## src/cpsm_regs.svh

```systemverilog
`ifndef CPSM_REGS_SVH
`define CPSM_REGS_SVH
// word indices on the register bus (byte address = 4 x index)
`define CPSM_IDX_CTRL      3'h0
`define CPSM_IDX_FAST      3'h1
`define CPSM_IDX_SLOW      3'h2
`define CPSM_IDX_AUX       3'h3
`define CPSM_IDX_POWER     3'h4
`define CPSM_IDX_STATUS    3'h5
// reset values
`define CPSM_FAST_RST      8'h4F
`define CPSM_SLOW_RST      8'hB6
`define CPSM_AUX_RST       8'hFF
`define CPSM_CTRL_RST      5'h06
// control word fields
`define CPSM_CTRL_SLOWSEL  0
`define CPSM_CTRL_FASTSRC  1
`define CPSM_CTRL_PLLPD    2
`define CPSM_CTRL_AUX1EN   3
`define CPSM_CTRL_AUX2EN   4
// fast prescaler fields
`define CPSM_FAST_DIV_HI   3
`define CPSM_FAST_MUL_LO   4
`define CPSM_FAST_MUL_HI   6
// power word fields
`define CPSM_PWR_MODE_LO   0
`define CPSM_PWR_MODE_HI   1
`define CPSM_PWR_HFOFF     2
`define CPSM_PWR_CPUSTOP   3
`define CPSM_PWR_USBEN     4
// multiplier codes
`define CPSM_MUL_X3        3'h3
`define CPSM_MUL_X4        3'h4
`define CPSM_MUL_X5        3'h5
`endif

```

## src/cpsm_pkg.sv

```systemverilog
package cpsm_pkg;
  typedef enum logic [1:0] {CPSM_ACTIVE, CPSM_SAVE, CPSM_IDLE, CPSM_HALT} cpsm_mode_e;
  typedef logic [7:0] cpsm_byte_t;
endpackage

```

## src/cpsm_clock_ctrl.sv

```systemverilog
`timescale 1ns/1ps
`include "cpsm_regs.svh"
// Summary of operation
// RULE1: system tick is selected source divided by fast divisor plus one
// RULE2: fast prescaler resets to 4Fh unless programming mode is strapped
// RULE3: multiplier field resets to 100, giving 48 MHz from 12 MHz
// RULE4: multiplier codes 011, 100, 101 give x3, x4, x5; others reserved
// RULE5: software keeps fast prescaler unchanged while system clock uses PLL
// RULE6: slow tick is main clock divided by two times slow divisor plus one
// RULE7: slow prescaler resets to B6h
// RULE8: one byte holds two auxiliary divisor fields, one per auxiliary clock
// RULE9: auxiliary prescaler resets to FFh
// RULE10: active uses main, power save slow clock, idle and halt no system clock
// RULE11: low-frequency oscillator stays enabled in every mode
// RULE12: in halt the slow clock stops, stopping timer and watchdog
// RULE13: oscillator on/off in save/idle only while slow clock uses low-frequency source
// RULE14: timer and watchdog clock is slow clock except in halt
// RULE15: core runs in active, may stop in save, stops in idle and halt
// RULE16: wake-up and power units keep processing events in idle and halt
// RULE17: switchable module clocks from PLL, aux one, aux two; all off in halt
// RULE18: software disables the converter before halt for lowest power
// RULE19: software disables random generator oscillators for maximum saving
// RULE20: slow clock source is the 32 kHz oscillator or divided main clock
// RULE21: slow select 0 picks prescaled main clock, 1 the 32 kHz oscillator
// RULE22: switch to PLL only when powered and stable, else main clock kept
// RULE23: each auxiliary clock runs only when enabled and main clock stable
// RULE24: auxiliary clock is main clock divided by its field plus one
// RULE25: new divisors take effect only at a period boundary, no short pulses
module cpsm_clock_ctrl
  import cpsm_pkg::*;
(
  // clock, reset, enable
  input  wire logic                SYS_CLK,
  input  wire logic                RSTN,
  input  wire logic                CLK_EN,
  // avalon-mm slave
  input  wire logic [2:0]          AVS_ADDRESS,
  input  wire logic                AVS_READ,
  input  wire logic                AVS_WRITE,
  input  wire logic [31:0]         AVS_WRITEDATA,
  output logic      [31:0]         AVS_READDATA,
  output logic                     AVS_WAITREQUEST,
  // clock sources (ticks from on-chip oscillator logic)
  input  wire logic                MAIN_TICK,
  input  wire logic                PLL_TICK,
  input  wire logic                MAIN_STABLE,
  input  wire logic                PLL_STABLE,
  // pins from outside the domain
  input  wire logic                LF_OSC_PIN,
  input  wire logic                PROGRAMMING_MODE_MODE_PIN,
  // clock enables and oscillator controls
  output logic                     SYS_TICK,
  output logic                     CPU_TICK,
  output logic                     PERIPH_TICK,
  output logic                     SLOW_TICK,
  output logic                     TWM_TICK,
  output logic                     USB_TICK,
  output logic                     AUX1_TICK,
  output logic                     AUX2_TICK,
  output logic                     HF_OSC_EN,
  output logic                     LF_OSC_EN,
  output logic                     PLL_PWR_EN,
  output logic      [2:0]          PLL_MULT,
  output logic                     WAKE_ASYNC_EN,
  output cpsm_pkg::cpsm_mode_e     POWER_MODE
);
  import cpsm_pkg::*;

  // ---------------------------------------------------------------
  // divider step
  // ---------------------------------------------------------------
  // returns {hit, count, limit}; a new limit is only taken at terminal count
  function automatic logic [16:0] div_step(input logic [7:0] cnt, input logic [7:0] lim,
                                           input logic [7:0] new_lim, input logic tick);
    logic [16:0] r;
    r = {1'b0, cnt, lim};
    if (tick)
    begin
      if (cnt >= lim)
        r = {1'b1, 8'h00, new_lim};
      else
        r = {1'b0, 8'(cnt + 8'h01), lim};
    end
    return r;
  endfunction

  // ---------------------------------------------------------------
  // pin synchronisers
  // ---------------------------------------------------------------
  logic [1:0] lf_sync_r, lf_sync_nxt;
  logic [1:0] programming_mode_sync_r, programming_mode_sync_nxt;
  logic       lf_prev_r, lf_prev_nxt;
  logic       lf_rise;

  // two flops each; only the second stage is looked at
  always_comb
  begin
    lf_sync_nxt   = {lf_sync_r[0], LF_OSC_PIN};
    programming_mode_sync_nxt = {programming_mode_sync_r[0], PROGRAMMING_MODE_MODE_PIN};
    lf_prev_nxt   = lf_sync_r[1];
  end

  always_ff @(posedge SYS_CLK)
  begin
    if (!RSTN)
    begin
      lf_sync_r   <= 2'h0;
      lf_prev_r   <= 1'b0;
    end
    else if (CLK_EN)
    begin
      lf_sync_r   <= lf_sync_nxt;
      lf_prev_r   <= lf_prev_nxt;
    end
  end

  // the strap synchroniser keeps running through reset, else the strap is never seen
  always_ff @(posedge SYS_CLK)
  begin
    if (CLK_EN)
      programming_mode_sync_r <= programming_mode_sync_nxt;
  end

  assign lf_rise = lf_sync_r[1] & ~lf_prev_r;

  // ---------------------------------------------------------------
  // register bus
  // ---------------------------------------------------------------
  logic       ack_r, ack_nxt;
  logic       wr_go;
  logic [31:0] rdata_r, rdata_nxt;
  logic [4:0] ctrl_r, ctrl_nxt;
  cpsm_byte_t fast_r, fast_nxt;
  cpsm_byte_t slow_r, slow_nxt;
  cpsm_byte_t aux_r, aux_nxt;
  cpsm_mode_e mode_r, mode_nxt;
  logic       hf_off_r, hf_off_nxt;
  logic       cpu_stop_r, cpu_stop_nxt;
  logic       usb_en_r, usb_en_nxt;
  logic       pll_ok;
  logic       halt;

  assign halt   = (mode_r == CPSM_HALT);
  assign pll_ok = ~ctrl_r[`CPSM_CTRL_PLLPD] & PLL_STABLE & ~halt;
  // one wait state: the request is decoded, then answered
  assign AVS_WAITREQUEST = (AVS_READ | AVS_WRITE) & ~ack_r;
  assign wr_go           = AVS_WRITE & ack_r;

  // register writes and read mux
  always_comb
  begin
    ack_nxt      = (AVS_READ | AVS_WRITE) & ~ack_r;
    rdata_nxt    = rdata_r;
    ctrl_nxt     = ctrl_r;
    fast_nxt     = fast_r;
    slow_nxt     = slow_r;
    aux_nxt      = aux_r;
    mode_nxt     = mode_r;
    hf_off_nxt   = hf_off_r;
    cpu_stop_nxt = cpu_stop_r;
    usb_en_nxt   = usb_en_r;
    if (wr_go)
    begin
      case (AVS_ADDRESS)
        `CPSM_IDX_CTRL:
        begin
          ctrl_nxt[`CPSM_CTRL_SLOWSEL] = AVS_WRITEDATA[`CPSM_CTRL_SLOWSEL]; // see RULE21
          ctrl_nxt[`CPSM_CTRL_AUX1EN]  = AVS_WRITEDATA[`CPSM_CTRL_AUX1EN];
          ctrl_nxt[`CPSM_CTRL_AUX2EN]  = AVS_WRITEDATA[`CPSM_CTRL_AUX2EN];
          // leaving the main clock needs a powered, stable pll
          if (AVS_WRITEDATA[`CPSM_CTRL_FASTSRC] || pll_ok) // see RULE22
            ctrl_nxt[`CPSM_CTRL_FASTSRC] = AVS_WRITEDATA[`CPSM_CTRL_FASTSRC];
          // powering the pll down only while the main clock is the source
          if (!AVS_WRITEDATA[`CPSM_CTRL_PLLPD] || ctrl_r[`CPSM_CTRL_FASTSRC])
            ctrl_nxt[`CPSM_CTRL_PLLPD] = AVS_WRITEDATA[`CPSM_CTRL_PLLPD];
        end
        `CPSM_IDX_FAST:   fast_nxt = AVS_WRITEDATA[7:0];
        `CPSM_IDX_SLOW:   slow_nxt = AVS_WRITEDATA[7:0];
        `CPSM_IDX_AUX:    aux_nxt  = AVS_WRITEDATA[7:0]; // see RULE8
        `CPSM_IDX_POWER:
        begin
          mode_nxt     = cpsm_mode_e'(AVS_WRITEDATA[`CPSM_PWR_MODE_HI:`CPSM_PWR_MODE_LO]);
          cpu_stop_nxt = AVS_WRITEDATA[`CPSM_PWR_CPUSTOP];
          usb_en_nxt   = AVS_WRITEDATA[`CPSM_PWR_USBEN]; // see RULE17
          // oscillator may only change while the slow clock is independent of it
          if (ctrl_r[`CPSM_CTRL_SLOWSEL]) // see RULE13
            hf_off_nxt = AVS_WRITEDATA[`CPSM_PWR_HFOFF];
        end
        default: ;
      endcase
    end
    if (AVS_READ && !ack_r)
    begin
      case (AVS_ADDRESS)
        `CPSM_IDX_CTRL:   rdata_nxt = {27'h0, ctrl_r};
        `CPSM_IDX_FAST:   rdata_nxt = {24'h0, fast_r};
        `CPSM_IDX_SLOW:   rdata_nxt = {24'h0, slow_r};
        `CPSM_IDX_AUX:    rdata_nxt = {24'h0, aux_r};
        `CPSM_IDX_POWER:  rdata_nxt = {27'h0, usb_en_r, cpu_stop_r, hf_off_r, mode_r};
        `CPSM_IDX_STATUS: rdata_nxt = {29'h0, pll_ok, PLL_STABLE, MAIN_STABLE};
        default:          rdata_nxt = 32'h0;
      endcase
    end
  end

  // the fast prescaler keeps its contents through a programming-mode reset
  always_ff @(posedge SYS_CLK)
  begin
    if (!RSTN)
    begin
      ack_r      <= 1'b0;
      rdata_r    <= 32'h0;
      ctrl_r     <= `CPSM_CTRL_RST;
      slow_r     <= `CPSM_SLOW_RST; // see RULE7
      aux_r      <= `CPSM_AUX_RST; // see RULE9
      mode_r     <= CPSM_ACTIVE;
      hf_off_r   <= 1'b0;
      cpu_stop_r <= 1'b0;
      usb_en_r   <= 1'b0;
      if (!programming_mode_sync_r[1])
        fast_r <= `CPSM_FAST_RST; // see RULE2, RULE3
    end
    else if (CLK_EN)
    begin
      ack_r      <= ack_nxt;
      rdata_r    <= rdata_nxt;
      ctrl_r     <= ctrl_nxt;
      fast_r     <= fast_nxt;
      slow_r     <= slow_nxt;
      aux_r      <= aux_nxt;
      mode_r     <= mode_nxt;
      hf_off_r   <= hf_off_nxt;
      cpu_stop_r <= cpu_stop_nxt;
      usb_en_r   <= usb_en_nxt;
    end
  end

  assign AVS_READDATA = rdata_r;

  // ---------------------------------------------------------------
  // prescalers
  // ---------------------------------------------------------------
  logic [7:0] fcnt_r, fcnt_nxt, flim_r, flim_nxt;
  logic [7:0] scnt_r, scnt_nxt, slim_r, slim_nxt;
  logic [7:0] a1cnt_r, a1cnt_nxt, a1lim_r, a1lim_nxt;
  logic [7:0] a2cnt_r, a2cnt_nxt, a2lim_r, a2lim_nxt;
  logic       sphase_r, sphase_nxt;
  logic       fast_hit, slow_hit, a1_hit, a2_hit;
  logic       fast_src_tick, main_run;
  logic       aux1_on, aux2_on;

  // the fast divider counts pll edges only when the pll was accepted
  assign fast_src_tick = ctrl_r[`CPSM_CTRL_FASTSRC] ? MAIN_TICK : (PLL_TICK & pll_ok);
  assign main_run      = MAIN_TICK & ~halt & HF_OSC_EN;
  assign aux1_on       = ctrl_r[`CPSM_CTRL_AUX1EN] & MAIN_STABLE & main_run; // see RULE23
  assign aux2_on       = ctrl_r[`CPSM_CTRL_AUX2EN] & MAIN_STABLE & main_run; // see RULE23

  // limits are swapped only at terminal count, so no period is cut short
  always_comb
  begin
    {fast_hit, fcnt_nxt, flim_nxt} = div_step(fcnt_r, flim_r,
      {4'h0, fast_r[`CPSM_FAST_DIV_HI:0]}, fast_src_tick); // see RULE1, RULE25
    {slow_hit, scnt_nxt, slim_nxt} = div_step(scnt_r, slim_r, slow_r,
      main_run); // see RULE6, RULE25
    {a1_hit, a1cnt_nxt, a1lim_nxt} = div_step(a1cnt_r, a1lim_r, {4'h0, aux_r[3:0]},
      aux1_on); // see RULE24, RULE25
    {a2_hit, a2cnt_nxt, a2lim_nxt} = div_step(a2cnt_r, a2lim_r, {4'h0, aux_r[7:4]},
      aux2_on); // see RULE24, RULE25
    // two half-periods make one slow period: factor of two
    sphase_nxt = slow_hit ? ~sphase_r : sphase_r; // see RULE6
  end

  always_ff @(posedge SYS_CLK)
  begin
    if (!RSTN)
    begin
      fcnt_r   <= 8'h00;
      flim_r   <= {4'h0, 4'hF};
      scnt_r   <= 8'h00;
      slim_r   <= `CPSM_SLOW_RST;
      a1cnt_r  <= 8'h00;
      a1lim_r  <= {4'h0, 4'hF};
      a2cnt_r  <= 8'h00;
      a2lim_r  <= {4'h0, 4'hF};
      sphase_r <= 1'b0;
    end
    else if (CLK_EN)
    begin
      fcnt_r   <= fcnt_nxt;
      flim_r   <= flim_nxt;
      scnt_r   <= scnt_nxt;
      slim_r   <= slim_nxt;
      a1cnt_r  <= a1cnt_nxt;
      a1lim_r  <= a1lim_nxt;
      a2cnt_r  <= a2cnt_nxt;
      a2lim_r  <= a2lim_nxt;
      sphase_r <= sphase_nxt;
    end
  end

  // ---------------------------------------------------------------
  // power-mode gating
  // ---------------------------------------------------------------
  logic slow_raw, sys_raw;
  logic [10:0] tick_r, tick_nxt;

  assign slow_raw = ctrl_r[`CPSM_CTRL_SLOWSEL] ? lf_rise : (slow_hit & sphase_r); // see RULE20

  // ticks are registered so the consumers see clean one-cycle enables
  always_comb
  begin
    case (mode_r)
      CPSM_ACTIVE: sys_raw = fast_hit; // see RULE10
      CPSM_SAVE:   sys_raw = slow_raw; // see RULE10
      default:     sys_raw = 1'b0; // see RULE10
    endcase
    tick_nxt[0]  = sys_raw;
    tick_nxt[1]  = sys_raw & ~(mode_r == CPSM_SAVE && cpu_stop_r); // see RULE15
    tick_nxt[2]  = sys_raw; // see RULE15
    tick_nxt[3]  = slow_raw & ~halt; // see RULE12
    tick_nxt[4]  = slow_raw & ~halt; // see RULE14
    tick_nxt[5]  = PLL_TICK & pll_ok & usb_en_r; // see RULE17
    tick_nxt[6]  = a1_hit & ~halt; // see RULE17
    tick_nxt[7]  = a2_hit & ~halt; // see RULE17
    // halt forces the oscillator off, active forces it on
    tick_nxt[8]  = halt ? 1'b0 : (mode_r == CPSM_ACTIVE) ? 1'b1 : ~hf_off_r;
    tick_nxt[9]  = ~ctrl_r[`CPSM_CTRL_PLLPD] & ~halt & tick_nxt[8];
    tick_nxt[10] = (mode_r == CPSM_IDLE) | halt; // see RULE16
  end

  always_ff @(posedge SYS_CLK)
  begin
    if (!RSTN)
      tick_r <= 11'h100;
    else if (CLK_EN)
      tick_r <= tick_nxt;
  end

  // outputs
  assign SYS_TICK      = tick_r[0];
  assign CPU_TICK      = tick_r[1];
  assign PERIPH_TICK   = tick_r[2];
  assign SLOW_TICK     = tick_r[3];
  assign TWM_TICK      = tick_r[4];
  assign USB_TICK      = tick_r[5];
  assign AUX1_TICK     = tick_r[6];
  assign AUX2_TICK     = tick_r[7];
  assign HF_OSC_EN     = tick_r[8];
  assign PLL_PWR_EN    = tick_r[9];
  assign WAKE_ASYNC_EN = tick_r[10];
  assign LF_OSC_EN     = 1'b1; // see RULE11
  assign POWER_MODE    = mode_r;
  // reserved codes leave the pll at its x4 setting
  assign PLL_MULT = (fast_r[`CPSM_FAST_MUL_HI:`CPSM_FAST_MUL_LO] == `CPSM_MUL_X3 ||
                     fast_r[`CPSM_FAST_MUL_HI:`CPSM_FAST_MUL_LO] == `CPSM_MUL_X5)
                    ? fast_r[`CPSM_FAST_MUL_HI:`CPSM_FAST_MUL_LO] : `CPSM_MUL_X4; // see RULE4
endmodule

```

## config.mk

```make
export PLATFORM = sky130hd
export DESIGN_NAME = cpsm_clock_ctrl
export DESIGN_NICKNAME = d
export VERILOG_FILES = /design/src/cpsm_pkg.sv /design/src/cpsm_clock_ctrl.sv
export VERILOG_INCLUDE_DIRS = /design/src /design/src/src
export SDC_FILE = /design/constraint.sdc
export NUM_CORES = 1
export LEC_CHECK = 0
export BUFFER_PORTS_ARGS = -buffer_cell sky130_fd_sc_hd__buf_2
export CAP_MARGIN = 20
export CORE_MARGIN = 2
export CORE_UTILIZATION = 57
export CTS_CLUSTER_DIAMETER = 150
export DETAILED_ROUTE_END_ITERATION = 8
export HOLD_SLACK_MARGIN = 0.08
export PLACE_DENSITY = 0.81
export SETUP_SLACK_MARGIN = 0.1
export SLEW_MARGIN = 0
export SYNTH_ARGS = -nofsm -noshare
export SYNTH_HDL_FRONTEND = slang
export SYNTH_SLANG_ARGS = --single-unit
export TNS_END_PERCENT = 30
```

## constraint.sdc

```tcl
create_clock -name SYS_CLK -period 4.3 [get_ports SYS_CLK]
set_input_delay 0.645 -clock SYS_CLK [delete_from_list [all_inputs] [get_ports SYS_CLK]]
set_output_delay 0.645 -clock SYS_CLK [all_outputs]
set_load 0.1 [all_outputs]
```

-- Word-level counts from Yosys, hierarchy flattened
Cells that the tools add are included.
- register bits after elaboration: 136
- output and inout port bits: 50
- word-level logic and storage cells: 123
- add/sub/neg operators: 4
- $lt $le $gt $ge: 4
- eq/ne operators: 14
- multiplexer cells: 20
- bitwise logic cells: 29
- reduce and logical (&&, ||, !) cells: 27
- operators by type and width (cell ; number):
    $mux W17 ; 8
    $pmux W8 S6 ; 1
    $mux W8 ; 5
    $add A8 B1 Y8 const B ; 4
    $ge A8 B4 Y1 ; 3
    $reduce_and A3 Y1 ; 8
    $and A1 B1 Y1 ; 20
    $reduce_and A4 Y1 ; 4
    $reduce_and A2 Y1 ; 6
    $eq A3 B2 Y1 const B ; 3
    $eq A3 B3 Y1 const B ; 3
    $ge A8 B8 Y1 ; 1
    $not A1 Y1 ; 7
    $ne A2 B1 Y1 const B ; 3
    $eq A2 B2 Y1 const B ; 2
    $mux W1 ; 4
    $eq A3 B1 Y1 const B ; 1
    $logic_not A3 Y1 ; 1
    $logic_or A1 B1 Y1 ; 3
    $mux W3 ; 1
    $eq A2 B1 Y1 const B ; 1
    $logic_and A1 B1 Y1 ; 2
    $logic_not A1 Y1 ; 2
    $logic_not A2 Y1 ; 1
    other kinds (3) ; 4

-- Logic depth before layout (Yosys ltp)
Gate-level depths: netlist of the first run.
- word-level depth: 9
- depth in mapped cells: 8
- mapped depth without buffers: 7

-- Worst setup path after synthesis of the first run
OpenSTA, ideal clock, no wires.
- path kind: register -> output
- start point: register fast_r[5]
- end point: output PLL_MULT[1]
- data arrival time: 3.064 ns
- setup slack: 0.591 ns
- stages on the path, launching flop included: 5
- buffers on the path: 0
- cells stage by stage: edfxtp_1 -> xor2_1 -> and2_1 -> nand2_1 -> inv_1
- cells in the longest elaborated chain, start to end: 3
- elaborated cells between the ends (all ways): 4
- classes of those cells: eq/ne: 2; mux: 1; reduce/logical: 1
- ends and longest elaborated chain (element ; RTL line ; RTL):
    start: declaration ; cpsm_clock_ctrl.sv:133 ; cpsm_byte_t fast_r, fast_nxt;
    start signal: assignment ; cpsm_clock_ctrl.sv:221 ; fast_r <= `CPSM_FAST_RST;
    start signal: assignment ; cpsm_clock_ctrl.sv:228 ; fast_r <= fast_nxt;
    $eq A3 B2 Y1 (no source line) / $eq A3 B3 Y1 (equally long branches) ; - ;
    $logic_or A1 B1 Y1 (no source line) ; - ;
    $mux W3 (no source line) * ; - ;
    end: declaration ; cpsm_clock_ctrl.sv:63 ; output logic [2:0] PLL_MULT,
Mark *: on every way between the ends. The rest lies on a longest branch, timed or not.

-- Worst setup path after layout of the first run
- start point: input CLK_EN
- end point: register a2cnt_r[4]
- cells in the longest elaborated chain, start to end: 1
- ends and longest elaborated chain (element ; RTL line ; RTL):
    start: declaration ; cpsm_clock_ctrl.sv:35 ; input wire logic CLK_EN,
    $reduce_and A2 Y1 (no source line) ; - ;
    end signal: assignment ; cpsm_clock_ctrl.sv:295 ; a2cnt_r <= a2cnt_nxt;
    end: declaration ; cpsm_clock_ctrl.sv:246 ; logic [7:0] a2cnt_r, a2cnt_nxt, a2lim_r, a2lim_nxt;
Every way passes these cells.
A chain may end at the register's enable or synchronous reset.

==> impl_metrics.yaml, run 1 <==
outcome:
  run_status: "complete, no violations"
critical_path:
  path_buf_inv: 1
  critPathLaunch: "CLK_EN"
  crit_family: "simple AND/OR/NAND/NOR gates"
  worstSetupPathDepth: 6
  path_cells: "buf_2 -> a21boi_2 -> and4_1 -> nand4_1 -> xor2_1 -> a211oi_1"
  worst-setup-path-type: "in2reg"
  crit_slowest_cell: "and4_1"
  reg2reg_to: "a2cnt_r[4]$_SDFFE_PN0P_"
  rrSetupSlack_ns: 1.96
  r2r-start: "POWER_MODE[1]$_SDFFE_PN0P_"
  path_max_fanout: 29
  rr_worst_depth: 5
  cp-start-kind: "input port"
  max_stage_delay_ns: 0.88
  required_ns: 4.60
  cp-end-kind: "flop"
  critical_path_arrival_ns: 2.83
  endpoint: "a2cnt_r[4]$_SDFFE_PN0P_"
cells_and_area:
  drive_above_1_share_pct: 12.3
  stdcell_count: 806
  syn2layout_area_growth_pct: 5.91
  fillers: 841
  finalNetCount: 738
  final_cell_mix: "dfxtp_1 (100), nor2_1 (60), nand2_1 (55)"
  multi_input_area_um2: 3120
  regArea_um2: 2300
  antenna_cells: 0
  final_common_cell: "dfxtp_1"
  design_area_um2: 6140
place:
  dp_hpwl_um: 8970
  placed_cell_area_um2: 5960
  dp.cells: 790
  io_buffers: 46
  place.gp.congestion: 0.841
  pre_cts_ws_ns: 1.37
clock_tree:
  clk_pin_slew_worst_paths_ns: 0.10
  cts_resized: 0
  clkSinkCount: 110
  cts_buffers: 9
  tritoncts: "built"
  root_buffer: "clkbuf_8"
  post_cts_buffers: 0
  max-clock-path-buffers: 2
  holdBufCountCts: 0
  cts-htree-levels: 3
  clk_latency_ns: 0.38
timing:
  finalCriticalPeriod_ns: 2.52
  fin_tns_setup_ns: 0
  worstMarginPinSlew_ns: 0.979
  finalCritPeriodShare_pct: 58.7
  rsz0062_at_grt: "false"
  fmax_mhz: 396
  finalHoldViolCount: 0
  clock_skew_ns: 0.0123
  drv_slew: 0
  slew-limit-headroom_pct: 34.7
  setup_slack_ns: 1.78
  hold_slack_ns: 0.435
  setup_violations: 0
power:
  internal-power_mw: 1.37
  p_leak_nw: 2.59
  netSwitchingFraction_pct: 31.3
  powerDensity_nw_per_um2: 325
  combPwrFrac_pct: 15.8
  power_frac_seq_pct: 54.4
  vdd_drop_max_mv: 0.239
  clockPowerShare_pct: 29.8
  p_switching_uw: 624
job:
  maxCapViolations: 0
detailed_routing:
  vias: 4681
  drtIter0Drc: 285
  drc_errors: 0
  drt_wl_total_um: 12600
  antenna_left: 0
  first_pass_iters: 5
  wire_per_inst_um: 15.6
  viasPerCell: 5.81
synthesis:
  synth_top_area_share_pct: 34.5
  ys_seq_area_share_pct: 39.7
  synth_area_per_cell_um2: 8.97
  synth.ff_latch_count: 110
  syn_inst: 646
  yosysWarnings: 0
  synth-edff-count: 10
  synth.area.top_cells: "dfxtp_1 (35%), mux2i_1 (7.3%), edfxtp_1 (5.2%), ha_1 (5.2%), buf_4 (3.9%)"
  synth_largest_area_cell: "dfxtp_1"
  syn_area_um2: 5800
  yosysUniqueCellTypes: 60
  ys.flop_type: "dfxtp_1"
  synthArstFlopShare_pct: 0
hold_path:
  hold_start: "programming_mode_sync_r[0]$_DFFE_PP_"
  hp-class: "reg2reg"
grt:
  grt_max_degree: 64
  grt_overflow_total: 0
  grt_pass1_wl_um: 21200
  antenna_found_initial: 0
  grtUsageTotal_pct: 23.4
  grt_pass1_vias: 4435
floorplan:
  die_y_um: 105
  io_pins: 96
  num_rows: 36
  core_um2: 9820
  initial_core_util_pct: 59.0
  die_area_um2: 11000
  die_x_um: 105
==> routing by layer <==
layer	part of all wire [%]	vias up	wire (µm)	track usage [%]
met3	5.1	20	634	3.87
met2	49	145	6140	38.8
met1	44	2230	5540	31.1
met5	0	-	0	0
met4	1.8	0	231	7.62
li1	-	2286	-	-
==> power groups by stage <==
stage	sequential (mW)	clock (mW)	combinational (mW)
3_5_place_dp	1.11	0	0.313
5_1_grt	1.09	0.649	0.336
2_1_floorplan	1.13	0	0.250
6_report	1.09	0.595	0.315
4_1_cts	1.08	0.605	0.313
3_3_place_gp	1.11	0	0.306
==> layout make-up <==
cell class              instances  area share, %
repair buffers                 50           4.44
clock buffers                  11           2.47
multi-input cells             471           50.8
inverters                      26           1.59
well taps                     133           2.71
flip-flops and latches        110           37.5
clock inverters                 5          0.509
==> worst min-delay path by stage <==
| stage | endpoint | cells past startpoint |
|---|---|---|
| after floorplan | programming_mode_sync_r[1]$_DFFE_PP_ | 0 |
| after global placement | programming_mode_sync_r[1]$_DFFE_PP_ | 0 |
| after detailed placement | programming_mode_sync_r[1]$_DFFE_PP_ | 0 |
| after CTS | programming_mode_sync_r[0]$_DFFE_PP_ | 1 |
| after global routing | programming_mode_sync_r[0]$_DFFE_PP_ | 1 |
| final | programming_mode_sync_r[1]$_DFFE_PP_ | 0 |
==> synthesized netlist by cell type, drive strengths merged, types with 17 or more instances <==
library cell,instances
ha,24
a211oi,20
xor2,17
nand2,55
mux2i,42
nand3,37
inv,26
a21oi,18
buf,46
nor3,26
nor2,61
dfxtp,100
==> sequential cells by signal (all words and copies together), names as in the netlist, 5 cells and up <==
name	cells
AVS_READDATA	8
a1cnt_r	8
a2cnt_r	8
aux_r	8
ctrl_r	5
fast_r	8
fcnt_r	8
scnt_r	8
slim_r	8
slow_r	8
tick_r	9
==> cells by family after synthesis <==
group	after synthesis	synth area share [%]
adders and majority gates	25	5.35
xor gates and xnor gates	22	3.32
muxes	49	9.00
and+or+nand+nor	239	20.1
AOI/OAI and AO/OA	111	14.4
DFF	110	39.7
other	2	0.130
buffers and inverters	88	7.99
==> stage by stage <==
step	total power, mW	util (%)
after floorplan	1.38	-
after global placement	1.41	60.7
after detailed placement	1.42	60.7
after CTS	2.00	62.5
after global routing	2.07	62.5
final	2.00	62.5
(Power assumes the default switching activity.)
==> run 2: changes to the inputs <==
- ABC_AREA: unset -> 1
- CORE_UTILIZATION: 57 -> 56
- PLACE_DENSITY: 0.81 -> 0.8
- clock period: 4.3 -> 2.45 ns (I/O delays scaled with it)
==> run 2 against run 1 <==
Register-to-register slack got worse by 1.5 ns. Final area is 7.3% lower. Sequential share of layout area rose by 3.0 points. Non-clock buffer count grew 1. Synthesized cell count rose by 2.3%. Power grew 72%. First-iteration DRC count decreased by 16%. Wire length shrank 10%. Clock-buffer cell count is 2 lower. Flip-flop and latch count is the same. Sequential power grew 71%. Hold slack worse by 0.28 ns. Largest power group unchanged.
==> impl_metrics.yaml, run 2 <==
cells_and_area:
  drive_above_1_share_pct: 13.5
  fillers: 812
  finalNetCount: 777
  syn2layout_area_growth_pct: 9.38
  final_cell_mix: "nand2_1 (147), dfxtp_1 (100), inv_1 (86)"
  multi_input_area_um2: 2400
  regArea_um2: 2300
  antenna_cells: 0
  final_common_cell: "nand2_1"
  largest_reg_flops: 9
  largest-register: "tick_r"
synthesis:
  synth-edff-count: 10
  synth.area.top_cells: "dfxtp_1 (38%), nand2_1 (11%), inv_1 (6.3%), edfxtp_1 (5.8%), ha_1 (5.8%)"
  syn_area_um2: 5200
  synthTopCellsByCount: "nand2_1 (148), dfxtp_1 (100), inv_1 (87), nor2_1 (48), nand3_1 (37)"
  synth_largest_area_cell: "dfxtp_1"
  synthArstFlopShare_pct: 0
  synth_top_family_by_area: "simple AND/OR/NAND/NOR gates"
  synth_compound_area_share_pct: 12.6
  synth-xor-area-share_pct: 0.674
  yosysWarnings: 0
  synth_top_area_share_pct: 38.5
  synth.ff_latch_count: 110
  synthMuxAreaShare_pct: 0
  yosysMostFrequentCell: "nand2_1"
  yosysUniqueCellTypes: 43
  ys_seq_area_share_pct: 44.3
  syn_inst: 661
  synthAdderAreaFrac_pct: 5.77
  synth_area_per_cell_um2: 7.87
  ys.flop_type: "dfxtp_1"
  synth-simple-area-share_pct: 24.7
detailed_routing:
  viasPerCell: 5.24
  drt_wl_total_um: 11300
  first_pass_iters: 5
  drtIter0Drc: 240
  drc_errors: 0
  antenna_left: 0
  wire_per_inst_um: 13.7
  vias: 4309
grt:
  grt_pass1_wl_um: 18700
  grt_max_degree: 70
  antenna_found_initial: 0
  grt_use_met2_pct: 39.4
  grtUsageTotal_pct: 23.3
  gr-usage-met1_pct: 29.9
  grt-busiest-layer: "met2"
  grt_util_met3_pct: 5.15
  grt_pass1_vias: 4139
  grt_overflow_total: 0
timing:
  fin_tns_setup_ns: 0
  fmax_mhz: 458
  worstMarginPinSlew_ns: 0.573
  slew-limit-headroom_pct: 61.6
  rsz0062_at_grt: "false"
  drv_slew: 0
  clock_skew_ns: 0.0182
  setup_violations: 0
  finalHoldViolCount: 0
  finalCritPeriodShare_pct: 89.1
  hold_slack_ns: 0.153
  finalCriticalPeriod_ns: 2.18
critical_path:
  path_max_fanout: 4
  required_ns: 2.08
  rr_worst_depth: 11
  cp-start-kind: "flop"
  critical_path_arrival_ns: 1.82
  cp-end-kind: "primary output"
  worst-setup-path-type: "reg2out"
outcome:
  run_status: "complete, no violations"
clock_tree:
  clk_latency_ns: 0.38
  cts_resized: 0
  holdBufCountCts: 0
  cts_buffers: 9
  root_buffer: "clkbuf_8"
  tritoncts: "built"
  clkSinkCount: 110
  max-clock-path-buffers: 2
  cts-htree-levels: 3
  clk_pin_slew_worst_paths_ns: 0.12
  post_cts_buffers: 0
hold_path:
  min_path_cells: 1
  hp-class: "in2reg"
power:
  total_power_mw: 3.43
  p_leak_nw: 2.80
  vdd_drop_max_mv: 0.358
  powerDensity_nw_per_um2: 602
floorplan:
  io_pins: 96
  initial_core_util_pct: 57.1
  die_x_um: 100
  num_rows: 35
  core_um2: 9110
  die_area_um2: 10100
  die_y_um: 100
place:
  dp_hpwl_um: 8660
  io_buffers: 46
  place.gp.congestion: 0.880
job:
  maxCapViolations: 0
-- run 2: changes by cell type in the layout (fill, tap and decap cells not counted), sizes merged, moves of 9 or more --
cell | before | now
o211ai | 2 | 16
nand2b | 12 | 0
nand2 | 55 | 153
mux2i | 42 | 0
a211oi | 20 | 2
nor3 | 26 | 16
and2 | 9 | 0
a21oi | 18 | 34
inv | 27 | 99
o31ai | 9 | 0
xor2 | 17 | 4
o21ai | 14 | 39
-- run 2: layout make-up --
cell class,count,area share (%)
clock buffer,9,2.18
timing repair buffer,51,4.93
tap,111,2.44
inverter,94,6.40
clock inverter,7,1.43
multi-input combinational,441,42.2
sequential,110,40.5
-- run 2: metrics by stage --
stage / instances / instance area, µm² / utilization, % / worst slack (ns)
3_3_place_gp: 807 / 5480 / 60.2 / 0.528
6_report: 823 / 5690 / 62.5 / 0.266
2_1_floorplan: 684 / 5320 / - / 0.121
5_1_grt: 823 / 5690 / 62.5 / 0.182
3_5_place_dp: 807 / 5480 / 60.2 / 0.461
4_1_cts: 823 / 5690 / 62.5 / 0.244
-- run 2: final timing paths --
kind / startpoint / to / slack, ns
hold reg to reg: a1cnt_r[5]$_SDFFE_PN0P_ / a1cnt_r[5]$_SDFFE_PN0P_ / 0.45
setup reg to reg: scnt_r[3]$_SDFFE_PN0P_ / slim_r[7]$_SDFFE_PN1P_ / 0.44
hold / removal: PROGRAMMING_MODE_MODE_PIN / programming_mode_sync_r[0]$_DFFE_PP_ / 0.15
setup / recovery: fast_r[5]$_SDFFCE_PN0P_ / PLL_MULT[1] / 0.27
-- run 2: report_power, final --
part	internal (mW)	switching, mW	leakage (nW)
logic	0.0661	0.385	1.80
registers	1.84	0.0178	0.901
clock network	0.418	0.699	0.105
-- run 2: kinds of logic (layout without fill, tap and decap cells) --
logic type / count (synthesis) / after routing
xor+xnor: 4 / 4
simple gates: 277 / 277
flops: 110 / 110
buf+inv: 133 / 161
other cells: 2 / 25
fa+ha+maj: 24 / 24
compound gates: 111 / 111
-- run 2: critical path, stage by stage (launching register included) --
cell	delay (ns)
edfxtp_1	0.54
o21ai_1	0.16
a21oi_4	0.20
nand2_8	0.07
clkinvlp_4	0.07
buf_2	0.41
-- run 2: metal layers --
metal | vias to the layer above | routed length [µm]
met3 | 13 | 432
met5 | - | 0
met4 | 0 | 174
met1 | 1991 | 5190
li1 | 2208 | -
met2 | 97 | 5480
